### config.mk
export PLATFORM = sky130hd
export DESIGN_NAME = pairable_timer_32bit
export DESIGN_NICKNAME = d
export VERILOG_FILES = /design/src/verilog/pairable_timer_pkg.sv /design/src/verilog/pairable_timer_32bit.sv
export SDC_FILE = /design/constraint.sdc
export NUM_CORES = 1
export LEC_CHECK = 0
export ABC_AREA = 1
export CAP_MARGIN = 25
export CORE_MARGIN = 2
export CORE_UTILIZATION = 45
export DETAILED_ROUTE_END_ITERATION = 12
export DONT_BUFFER_PORTS = 1
export GPL_ROUTABILITY_DRIVEN = 0
export GPL_TIMING_DRIVEN = 0
export PLACE_DENSITY_LB_ADDON = 0.3
export SETUP_SLACK_MARGIN = 0.3
export SLEW_MARGIN = 20
export SYNTH_ARGS = -nofsm -noshare
export SYNTH_HDL_FRONTEND = slang
export SYNTH_SLANG_ARGS = --single-unit
export TNS_END_PERCENT = 10
### constraint.sdc
create_clock -name clk_i -period 2.5 [get_ports clk_i]
set_clock_uncertainty 0.05 [all_clocks]
set_input_delay 0.375 -clock clk_i [delete_from_list [all_inputs] [get_ports clk_i]]
set_output_delay 0.375 -clock clk_i [all_outputs]
set_load 0.01 [all_outputs]
### src/verilog/pairable_timer_pkg.sv
// Constants, register map and carrier types for the pairable 32-bit timer.
package pairable_timer_pkg;

   // ==========================================================================
   // Register byte offsets on the Avalon-MM slave.
   // ==========================================================================
   localparam logic [4:0] LOWER_CONTROL_OFFSET = 5'h00;
   localparam logic [4:0] UPPER_CONTROL_OFFSET = 5'h04;
   localparam logic [4:0] LOWER_COUNT_OFFSET = 5'h08;
   localparam logic [4:0] UPPER_COUNT_OFFSET = 5'h0c;
   localparam logic [4:0] LOWER_PERIOD_OFFSET = 5'h10;
   localparam logic [4:0] UPPER_PERIOD_OFFSET = 5'h14;

   // ==========================================================================
   // Control register field positions.
   // ==========================================================================
   localparam int TIMER_ON_BIT = 15;
   localparam int IDLE_STOP_BIT = 13;
   localparam int GATE_ACCUMULATE_BIT = 6;
   localparam int PRESCALE_HI_BIT = 5;
   localparam int PRESCALE_LO_BIT = 4;
   localparam int PAIR_JOIN_BIT = 3;
   localparam int CLOCK_SOURCE_BIT = 1;

   // Writable bits; every other position ignores writes and reads as zero.
   localparam logic [15:0] LOWER_CONTROL_MASK = 16'ha07a;
   localparam logic [15:0] UPPER_CONTROL_MASK = 16'ha072;

   // ==========================================================================
   // Reset values.
   // ==========================================================================
   localparam logic [15:0] CONTROL_RESET = 16'h0000;
   localparam logic [15:0] COUNT_RESET = 16'h0000;
   localparam logic [15:0] PERIOD_RESET = 16'hffff;
   localparam logic [31:0] READ_UNMAPPED = 32'h0000_0000;

   // ==========================================================================
   // Prescaler encodings and the terminal counts of the divider.
   // ==========================================================================
   localparam logic [1:0] PRESCALE_DIV1 = 2'h0;
   localparam logic [1:0] PRESCALE_DIV8 = 2'h1;
   localparam logic [1:0] PRESCALE_DIV64 = 2'h2;
   localparam logic [1:0] PRESCALE_DIV256 = 2'h3;
   localparam logic [7:0] PRESCALE_LIMIT_DIV1 = 8'h00;
   localparam logic [7:0] PRESCALE_LIMIT_DIV8 = 8'h07;
   localparam logic [7:0] PRESCALE_LIMIT_DIV64 = 8'h3f;
   localparam logic [7:0] PRESCALE_LIMIT_DIV256 = 8'hff;

   // ==========================================================================
   // Carrier types.
   // ==========================================================================
   typedef struct packed {
      logic [4:0] address;
      logic read;
      logic write;
      logic [3:0] byteenable;
      logic [31:0] writedata;
   } avmm_req_t;

   typedef struct packed {
      logic [15:0] upper;
      logic [15:0] lower;
   } count_pair_t;

endpackage : pairable_timer_pkg

### src/verilog/pairable_timer_32bit.sv
// Timer pair that runs as two 16-bit timers or one 32-bit timer/counter.
//
// Contract
// - The pair works as one 32-bit timer or two separate 16-bit timers.
// - Separate 16-bit timers offer all modes except asynchronous counting.
// - Each 16-bit timer runs as synchronous timer or synchronous counter.
// - In 32-bit mode only the lower control register steers the pair.
// - 32-bit mode uses the lower clock and gate; upper raises the event.
// - 32-bit mode raises its event when count matches the 32-bit period.
// - Upper period register is the high word, lower the low word.
// - Count pair reads upper as high word and lower as low word.
// - Lower on bit starts the pair when joined, else only the lower timer.
// - Pair join bit 3 joins both timers into one 32-bit timer.
// - Idle stop bit set halts the timer while the device is idle.
// - Gate accumulation bit is ignored with external clock selected.
// - Prescale field divides the input clock by 1, 8, 64 or 256.
// - Clock source bit selects external rising edges or instruction clock.
// - Unimplemented control bits ignore writes and read as zero.
// - First pair triggers the first ADC, second pair the second ADC.
// - Only the first pair supplies its counts as capture/compare time bases.
// - Event on period match or on gate falling edge in gated mode.
//
// Chosen here: register access over Avalon-MM and the address map.
`timescale 1ns/1ps

module pairable_timer_32bit
   import pairable_timer_pkg::*;
#(
   parameter int PAIR_INDEX = 1
) (
   input wire logic clk_i,
   input wire logic rst_b_i,
   input wire avmm_req_t avmm_req_i,
   output logic waitrequest_o,
   output logic [31:0] readdata_o,
   input wire logic idle_mode_i,
   input wire logic lower_ext_clock_pin_i,
   input wire logic upper_ext_clock_pin_i,
   output logic lower_event_o,
   output logic upper_event_o,
   output logic adc1_trigger_o,
   output logic adc2_trigger_o,
   output count_pair_t time_base_o
);

   // ==========================================================================
   // Decoding helpers.
   // ==========================================================================

   // Terminal count of the prescaler for a given prescale_select code.
   function automatic logic [7:0] prescale_limit(input logic [1:0] prescale_select);
      logic [7:0] limit;
      limit = PRESCALE_LIMIT_DIV1;
      case (prescale_select)
         PRESCALE_DIV8: limit = PRESCALE_LIMIT_DIV8;
         PRESCALE_DIV64: limit = PRESCALE_LIMIT_DIV64;
         PRESCALE_DIV256: limit = PRESCALE_LIMIT_DIV256;
         default: limit = PRESCALE_LIMIT_DIV1;
      endcase
      return limit;
   endfunction : prescale_limit

   // Merges a 16-bit write into a register, honouring the two low byte lanes.
   function automatic logic [15:0] merge_lanes(input logic [15:0] old_value,
                                               input logic [31:0] wdata,
                                               input logic [3:0] byteenable);
      logic [15:0] merged;
      merged = old_value;
      if (byteenable[0]) begin
         merged[7:0] = wdata[7:0];
      end
      if (byteenable[1]) begin
         merged[15:8] = wdata[15:8];
      end
      return merged;
   endfunction : merge_lanes

   // ==========================================================================
   // Storage.
   // ==========================================================================
   logic [15:0] control [2];
   logic [15:0] count [2];
   logic [15:0] period [2];
   logic [7:0] prescale_count [2];
   logic pin_meta [2];
   logic pin_sync [2];
   logic pin_prev [2];

   // ==========================================================================
   // Bus decode.
   // ==========================================================================
   wire logic write_now;
   wire logic read_now;
   wire logic [15:0] control_mask [2];
   wire logic [4:0] control_offset [2];
   wire logic [4:0] count_offset [2];
   wire logic [4:0] period_offset [2];
   wire logic [31:0] read_word;

   // A write takes effect only at the edge where the master sees waitrequest low.
   assign write_now = avmm_req_i.write & ~waitrequest_o;
   assign read_now = avmm_req_i.read & waitrequest_o;
   assign control_mask[0] = LOWER_CONTROL_MASK;
   assign control_mask[1] = UPPER_CONTROL_MASK;
   assign control_offset[0] = LOWER_CONTROL_OFFSET;
   assign control_offset[1] = UPPER_CONTROL_OFFSET;
   assign count_offset[0] = LOWER_COUNT_OFFSET;
   assign count_offset[1] = UPPER_COUNT_OFFSET;
   assign period_offset[0] = LOWER_PERIOD_OFFSET;
   assign period_offset[1] = UPPER_PERIOD_OFFSET;

   logic [31:0] read_word_c;

   // Read mux; upper words read as zero and unmapped addresses return zero.
   always_comb begin
      unique case (avmm_req_i.address)
         LOWER_CONTROL_OFFSET: read_word_c = {16'h0000, control[0]};
         UPPER_CONTROL_OFFSET: read_word_c = {16'h0000, control[1]};
         LOWER_COUNT_OFFSET: read_word_c = {16'h0000, count[0]};
         UPPER_COUNT_OFFSET: read_word_c = {16'h0000, count[1]};
         LOWER_PERIOD_OFFSET: read_word_c = {16'h0000, period[0]};
         UPPER_PERIOD_OFFSET: read_word_c = {16'h0000, period[1]};
         default: read_word_c = READ_UNMAPPED;
      endcase
   end
   assign read_word = read_word_c;

   // ==========================================================================
   // Bus handshake: every request waits exactly one cycle, then is answered.
   // ==========================================================================
   always_ff @(posedge clk_i or negedge rst_b_i) begin
      if (!rst_b_i) begin
         waitrequest_o <= 1'b1;
         readdata_o <= READ_UNMAPPED;
      end else begin
         waitrequest_o <= ~((avmm_req_i.read | avmm_req_i.write) & waitrequest_o);
         if (read_now) begin
            readdata_o <= read_word;
         end
      end
   end

   // ==========================================================================
   // Mode decode.
   // ==========================================================================
   wire logic pair_join;
   wire logic [15:0] active_control [2];

   // In 32-bit mode the upper control bits are ignored entirely.
   assign pair_join = control[0][PAIR_JOIN_BIT];
   assign active_control[0] = control[0];
   assign active_control[1] = pair_join ? control[0] : control[1];

   // ==========================================================================
   // Per-timer clocking: pin synchroniser, source select, gate and prescaler.
   // ==========================================================================
   wire logic ext_pin [2];
   wire logic timer_on [2];
   wire logic running [2];
   wire logic ext_selected [2];
   wire logic gated [2];
   wire logic raw_tick [2];
   wire logic [7:0] limit [2];
   wire logic tick [2];
   wire logic gate_fall [2];
   wire logic match16 [2];
   wire logic [15:0] next_count16 [2];

   // The upper pin is also sampled in 32-bit mode; only the upper prescaler, whose tick is unused, reads it then.
   assign ext_pin[0] = lower_ext_clock_pin_i;
   assign ext_pin[1] = upper_ext_clock_pin_i;

   genvar gi;
   generate
      for (gi = 0; gi < 2; gi++) begin : g_timer
         // Pins are asynchronous, so they pass two flops before any logic.
         always_ff @(posedge clk_i or negedge rst_b_i) begin
            if (!rst_b_i) begin
               pin_meta[gi] <= 1'b0;
               pin_sync[gi] <= 1'b0;
               pin_prev[gi] <= 1'b0;
            end else begin
               pin_meta[gi] <= ext_pin[gi];
               pin_sync[gi] <= pin_meta[gi];
               pin_prev[gi] <= pin_sync[gi];
            end
         end

         // Idle stop freezes the timer but keeps its count and prescale state.
         assign timer_on[gi] = active_control[gi][TIMER_ON_BIT];
         assign running[gi] = timer_on[gi] &
            ~(active_control[gi][IDLE_STOP_BIT] & idle_mode_i);
         assign ext_selected[gi] = active_control[gi][CLOCK_SOURCE_BIT];
         // Gate accumulation is forced off when the external clock is chosen.
         assign gated[gi] = ~ext_selected[gi] &
            active_control[gi][GATE_ACCUMULATE_BIT];
         // External clocking is synchronous: rising edges are found in clk_i.
         assign raw_tick[gi] = ext_selected[gi] ? (pin_sync[gi] & ~pin_prev[gi]) :
            (gated[gi] ? pin_sync[gi] : 1'b1);
         assign limit[gi] = prescale_limit(
            active_control[gi][PRESCALE_HI_BIT:PRESCALE_LO_BIT]);
         assign tick[gi] = running[gi] & raw_tick[gi] &
            (prescale_count[gi] == limit[gi]);
         assign gate_fall[gi] = running[gi] & gated[gi] &
            pin_prev[gi] & ~pin_sync[gi];
         assign match16[gi] = count[gi] == period[gi];
         assign next_count16[gi] = match16[gi] ? COUNT_RESET :
            count[gi] + 16'h0001;

         // Prescaler: cleared while stopped so each start divides from zero.
         always_ff @(posedge clk_i or negedge rst_b_i) begin
            if (!rst_b_i) begin
               prescale_count[gi] <= 8'h00;
            end else if (!timer_on[gi]) begin
               prescale_count[gi] <= 8'h00;
            end else if (running[gi] & raw_tick[gi]) begin
               prescale_count[gi] <= (prescale_count[gi] == limit[gi]) ? 8'h00 :
                  prescale_count[gi] + 8'h01;
            end
         end

         // Control and period registers; reserved positions are masked.
         always_ff @(posedge clk_i or negedge rst_b_i) begin
            if (!rst_b_i) begin
               control[gi] <= CONTROL_RESET;
               period[gi] <= PERIOD_RESET;
            end else if (write_now) begin
               if (avmm_req_i.address == control_offset[gi]) begin
                  control[gi] <= merge_lanes(control[gi], avmm_req_i.writedata,
                     avmm_req_i.byteenable) & control_mask[gi];
               end
               if (avmm_req_i.address == period_offset[gi]) begin
                  period[gi] <= merge_lanes(period[gi], avmm_req_i.writedata,
                     avmm_req_i.byteenable);
               end
            end
         end
      end
   endgenerate

   // ==========================================================================
   // Counting: one 32-bit count in joined mode, two 16-bit counts otherwise.
   // ==========================================================================
   wire logic [31:0] count32;
   wire logic [31:0] period32;
   wire logic match32;
   wire logic [31:0] next_count32;
   wire logic load_count [2];

   assign count32 = {count[1], count[0]};
   assign period32 = {period[1], period[0]};
   assign match32 = count32 == period32;
   assign next_count32 = match32 ? 32'h0000_0000 : count32 + 32'h0000_0001;
   assign load_count[0] = write_now & (avmm_req_i.address == count_offset[0]);
   assign load_count[1] = write_now & (avmm_req_i.address == count_offset[1]);

   // A software load wins over a tick in the same cycle; only the loaded word drops the tick.
   always_ff @(posedge clk_i or negedge rst_b_i) begin
      if (!rst_b_i) begin
         count[0] <= COUNT_RESET;
         count[1] <= COUNT_RESET;
      end else begin
         if (load_count[0]) begin
            count[0] <= merge_lanes(count[0], avmm_req_i.writedata, avmm_req_i.byteenable);
         end else if (pair_join & tick[0]) begin
            count[0] <= next_count32[15:0];
         end else if (!pair_join & tick[0]) begin
            count[0] <= next_count16[0];
         end
         if (load_count[1]) begin
            count[1] <= merge_lanes(count[1], avmm_req_i.writedata, avmm_req_i.byteenable);
         end else if (pair_join & tick[0]) begin
            count[1] <= next_count32[31:16];
         end else if (!pair_join & tick[1]) begin
            count[1] <= next_count16[1];
         end
      end
   end

   // ==========================================================================
   // Events, ADC triggers and time bases.
   // ==========================================================================
   wire logic next_lower_event;
   wire logic next_upper_event;
   wire logic next_pair_match;
   wire logic first_pair;
   wire logic second_pair;

   // Joined mode reports through the upper event only, driven by lower inputs.
   assign next_lower_event = ~pair_join & ((tick[0] & match16[0]) | gate_fall[0]);
   assign next_upper_event = pair_join ?
      ((tick[0] & match32) | gate_fall[0]) :
      ((tick[1] & match16[1]) | gate_fall[1]);
   // The ADC trigger follows period matches only, not gate falling edges.
   assign next_pair_match = pair_join ? (tick[0] & match32) : (tick[0] & match16[0]);
   assign first_pair = PAIR_INDEX == 1;
   assign second_pair = PAIR_INDEX == 2;

   // Every output is a flop, so events rise at the same edge as the counter wrap.
   always_ff @(posedge clk_i or negedge rst_b_i) begin
      if (!rst_b_i) begin
         lower_event_o <= 1'b0;
         upper_event_o <= 1'b0;
         adc1_trigger_o <= 1'b0;
         adc2_trigger_o <= 1'b0;
         time_base_o <= '0;
      end else begin
         lower_event_o <= next_lower_event;
         upper_event_o <= next_upper_event;
         adc1_trigger_o <= first_pair & next_pair_match;
         adc2_trigger_o <= second_pair & next_pair_match;
         if (first_pair) begin
            time_base_o <= {count[1], count[0]};
         end else begin
            time_base_o <= '0;
         end
      end
   end

endmodule : pairable_timer_32bit

==> results.env <==
OUTCOME='finished, violations left'
FAILED_CHECKS='negative hold slack'
AREA_FRACTION_IN_COMPOUND_GATES_AFTER_SYNTHESIS=0.1001
IO_BUFFERS=0
WORSTPATHARRIVAL_NS=2.46
CRITICAL-PATH-TOP-DELAY-FAMILY='simple AND/OR/NAND/NOR gates'
DRIVE_GT1_FRAC=0.1330
POST_DRT_VIA_CELL_RATIO=5.233
DETAIL_ROUTE.WIRELENGTH_MM=27.03
VIA_COUNT_OF_THE_FIRST_GLOBAL_ROUTING_PASS=7686
DR_TOTAL_VIAS=8352
DETAIL_ROUTE.FIRST_PASS.ITERATIONS=6
NNETSFINAL=1370
SETUP.WORST_PATH.CLASS='reg2reg'
SLEW_HEADROOM=0.5289
CRITPATHREQUIREDTIME_NS=2.77
TIMING.RR.START='count[4]'
MAX_CLOCK_FREQ_MHz=458.2
TOTAL_COUNT_OF_HOLD_CHECK_FAILURES_IN_THE_FINAL_REPORT=151
SYNTH-SEQ-AREA-SHARE=0.4220
SYNTH_SIMPLE_GATE_AREA_SHARE=0.3276
CRITPATHLAUNCH='count[4]'
SYNTH-EDFF-COUNT=0
CP_CELL_SEQUENCE='buf_2 -> inv_1 -> nand2_1 -> nand2_1 -> inv_1 -> nand2_1 -> nor2_1 -> nand2_1 -> nor2_4 -> nand2_4 -> buf_6 -> nand3_1 -> nand3_1 -> nand2_1 -> nand2_1'
CP_COMMON_CELL='sky130_fd_sc_hd__nand2_1'
CP-START-KIND='register'
SETUP_VIOL=0
AREA_OF_THE_MAPPED_NETLIST_UM2=9051
FP.DIEH_UM=145.8
DIE-AREA_UM2=21260
LENGTH_OF_ROUTED_MET3_WIRING_MM=1.841
PLACE_WS_NS=0.1925
FLOORPLAN.INITIALDENSITY=0.4620
WORST_SLEW_PIN_TRAN_NS=0.7066
ROUTE.TOP_LAYER_USED='met4'
YOSYS.AREA.TOP_TYPE='sky130_fd_sc_hd__dfrtp_1'
FINAL.MIN_CLOCK_PERIOD_NS=2.183
IO-PIN-COUNT=117
TIMING.CRITICAL_PATH.SLOWEST_STAGE_CELL='sky130_fd_sc_hd__dfrtp_1'
DR_WL_MET2_MM=12.14
LAYOUT_SETUP_WS_NS=0.3174
NETLIST_INSTANCES=1276
SYNTHESIS.YOSYS.WARNINGS=0
PATH_CLK_SLEW_NS=0.06
IRDROPWORSTVDD_mV=0.4601
DIEWIDTH_UM=145.8
ASYNCSETRESETFLOPFRACSYNTH=1.000
GRT_MAX_DEGREE=152
SYNTH.MUX.AREA_FRACTION=0
POST_SYNTH_NUM_CELL_TYPES=44
HPWLAFTERDP_MM=20.15
CTS_INSERTED_BUFFERS=17
POST_CTS_HOLD_BUFFER_COUNT=4
SYNTH-MAIN-FF-CELL='sky130_fd_sc_hd__dfrtp_1'
NUM_ANTENNA_CELLS=0
POWER.LEAKAGE_uW=0.005019
DRC=0
CRITPATHBUFINV=4
TIMING.MAX_CAP.VIOLATIONS=0
SYNTH-XOR-AREA-SHARE=0.04548
CTS_TREE='yes'
GLOBAL_ROUTE.USAGE.TOTAL=0.2547
ROUTEDLENGTHMET1_MM=11.88
CPPEAKSTAGEDELAY_NS=0.34
GRT_OVERFLOW=0
SYNTHTOPCELLSBYAREA='sky130_fd_sc_hd__dfrtp_1, sky130_fd_sc_hd__nand2_1, sky130_fd_sc_hd__dfstp_2'
SYNTH_TOP_FAMILY_BY_AREA='simple AND/OR/NAND/NOR gates'
DR.FIRST_ITER.DRC_COUNT=790
INSERTION_DELAY_NS=0.43
CLOCKROOTBUFFER='sky130_fd_sc_hd__clkbuf_16'
WORST_HOLD_PATH_TYPE='in2async'
RSZ0062_AT_GRT='true'
GRT_ANTENNA_BEFORE_REPAIR=0
CTS_BUFFER_DEPTH=2
SYNTH_TOP_AREA_FRAC=0.3262
CRITICAL_PATH.MAX_FANOUT=10
GRT_PASS1_WL_MM=42.15
PLACEABLECOREAREA_UM2=19590
POWERDENSITY_nW_PER_UM2=715.0
YS_SEQ_ELEMENTS=151
CLOCK-SINKS=151
WORSTSETUPENDPOINTTYPE='register'
FLOORPLAN.ROWS=51
FINALSETUPTNS_NS=0
FINALCRITPERIODSHARE=0.8730
AVGSYNTHCELLAREA_UM2=7.093
HOLD_WS_NS=-0.4154
DRTANTENNAVIOLNETS=0
CTS.HTREE.LEVELS=4
ROUTEDWLPERCELL_UM=16.93
ADDER_CELL_FRACTION_OF_SYNTH_AREA=0.005529
TIMING.FINAL.MAX_SLEW_VIOLATIONS=0
LAYOUT-AREA-OVERHEAD-VS-SYNTH_PCT=12.80
==> state kept, by name, indices dropped and copies added, names as in the netlist, 6 cells and up <==
signal          flops
control             6
time_base_o        32
period             32
active_control      7
readdata_o         16
prescale_count     16
count              32
==> kinds of logic after synthesis <==
kind of cell | after synthesis
DFF | 151
xor gates and xnor gates | 47
other | 1
and+or+nand+nor | 719
adders and majority gates | 4
buffers and inverters | 199
AOI/OAI and AO/OA | 155
==> cell usage after synthesis (2+ instances only) <==
library cell	number
sky130_fd_sc_hd__buf_2	13
sky130_fd_sc_hd__nand2_1	485
sky130_fd_sc_hd__o221ai_1	2
sky130_fd_sc_hd__nand2_2	4
sky130_fd_sc_hd__a21oi_2	6
sky130_fd_sc_hd__nor2_2	5
sky130_fd_sc_hd__o31ai_1	2
sky130_fd_sc_hd__clkbuf_2	6
sky130_fd_sc_hd__buf_4	19
sky130_fd_sc_hd__o21ai_0	90
sky130_fd_sc_hd__o21ai_4	3
sky130_fd_sc_hd__nand3b_1	9
sky130_fd_sc_hd__dfrtp_1	118
sky130_fd_sc_hd__nor2_4	3
sky130_fd_sc_hd__a21boi_1	2
sky130_fd_sc_hd__nand4_1	9
sky130_fd_sc_hd__clkbuf_1	14
sky130_fd_sc_hd__xnor2_1	18
sky130_fd_sc_hd__o22ai_1	15
sky130_fd_sc_hd__dfstp_2	33
sky130_fd_sc_hd__buf_6	7
sky130_fd_sc_hd__ha_1	4
sky130_fd_sc_hd__nand3_1	57
sky130_fd_sc_hd__o21ai_1	4
sky130_fd_sc_hd__a21oi_1	21
sky130_fd_sc_hd__o21ai_2	3
sky130_fd_sc_hd__nor4_1	2
sky130_fd_sc_hd__inv_1	132
sky130_fd_sc_hd__nand3_2	7
sky130_fd_sc_hd__a221oi_1	2
sky130_fd_sc_hd__inv_2	8
sky130_fd_sc_hd__nor3_1	16
sky130_fd_sc_hd__nor2_1	118
sky130_fd_sc_hd__xor2_1	29
==> layer usage <==
layer | track usage | up-vias
li1 | - | 4053
met1 | 0.3518 | 3877
met2 | 0.3880 | 355
met3 | 0.04389 | 67
met4 | 0.1245 | 0
met5 | 0 | -
==> stage by stage <==
step	hold slack (ns)	instance area [µm²]	util	total power, µW	cells
2_1_floorplan	0.02941	9111	-	4025	1292
6_report	-0.4154	10210	0.5212	7300	1596
5_1_grt	-0.4319	10210	0.5212	7620	1596
3_5_place_dp	0.03349	9443	0.4820	4443	1557
4_1_cts	-0.4281	10130	0.5169	7253	1593
3_3_place_gp	0.03285	9443	0.4820	4422	1557
==> cells in the final DEF, fill, tap and decap left out, types with 4 or more instances in the layout <==
| master | Yosys | final |
|---|---|---|
| sky130_fd_sc_hd__dfrtp_1 | 118 | 112 |
| sky130_fd_sc_hd__nand3b_1 | 9 | 9 |
| sky130_fd_sc_hd__nand3_2 | 7 | 7 |
| sky130_fd_sc_hd__a21oi_2 | 6 | 6 |
| sky130_fd_sc_hd__xnor2_1 | 18 | 18 |
| sky130_fd_sc_hd__nor2_2 | 5 | 7 |
| sky130_fd_sc_hd__clkbuf_16 | 0 | 17 |
| sky130_fd_sc_hd__buf_6 | 7 | 7 |
| sky130_fd_sc_hd__buf_4 | 19 | 23 |
| sky130_fd_sc_hd__nor2_1 | 118 | 112 |
| sky130_fd_sc_hd__nand2_2 | 4 | 4 |
| sky130_fd_sc_hd__buf_2 | 13 | 13 |
| sky130_fd_sc_hd__nand3_1 | 57 | 57 |
| sky130_fd_sc_hd__dfstp_2 | 33 | 33 |
| sky130_fd_sc_hd__o21ai_1 | 4 | 5 |
| sky130_fd_sc_hd__nand4_1 | 9 | 9 |
| sky130_fd_sc_hd__xor2_1 | 29 | 29 |
| sky130_fd_sc_hd__dfrtp_2 | 0 | 6 |
| sky130_fd_sc_hd__inv_1 | 132 | 128 |
| sky130_fd_sc_hd__a21oi_1 | 21 | 21 |
| sky130_fd_sc_hd__ha_1 | 4 | 4 |
| sky130_fd_sc_hd__nor3_1 | 16 | 15 |
| sky130_fd_sc_hd__inv_6 | 0 | 5 |
| sky130_fd_sc_hd__clkbuf_1 | 14 | 11 |
| sky130_fd_sc_hd__inv_2 | 8 | 10 |
| sky130_fd_sc_hd__nand2_1 | 485 | 483 |
| sky130_fd_sc_hd__o21ai_0 | 90 | 89 |
| sky130_fd_sc_hd__dlygate4sd3_1 | 0 | 4 |
| sky130_fd_sc_hd__o22ai_1 | 15 | 15 |
| sky130_fd_sc_hd__clkbuf_2 | 6 | 6 |
| sky130_fd_sc_hd__conb_1 | 1 | 17 |
| sky130_fd_sc_hd__nor2_4 | 3 | 7 |
==> layout make-up <==
type,instances,area [µm²]
flip-flops and latches,151,3827
repair buffers,7,62.56
well taps,265,331.6
clock inverters,14,185.2
inverters,140,531.8
multi-input cells,942,4452
fillers,1906,9380
clock buffers,18,439.2
plain buffers,59,380.4
==> path summary, 6_finish.rpt <==
path	slack, ns	cells past startpoint	to
setup / recovery	0.32	15	count[7]
max in group asynchronous	2.55	0	period[15]
hold / removal	-0.42	0	prescale_count[3]
hold reg to reg	0.30	0	pin_sync[1]
setup reg to reg	0.32	15	count[7]
min in group clk_i	0.08	2	period[25]
==> timing repair <==
| item | 4_1_cts | 5_1_grt |
|---|---|---|
| setup endpoints to repair | 15 | 29 |
| setup buffers | 0 | 3 |
| gates resized for setup | 7 | 31 |
| pin swaps | 0 | 1 |
| endpoints found under the hold margin | 154 | 151 |
==> report_power, final <==
group	switching (µW)	internal (µW)	leakage [µW]
clock	1150	1630	0.000308
combinational	966	503	0.00278
sequential	328	2720	0.00193
total	2440	4860	0.00502
Note: power is estimated with default switching activity, not from simulation.
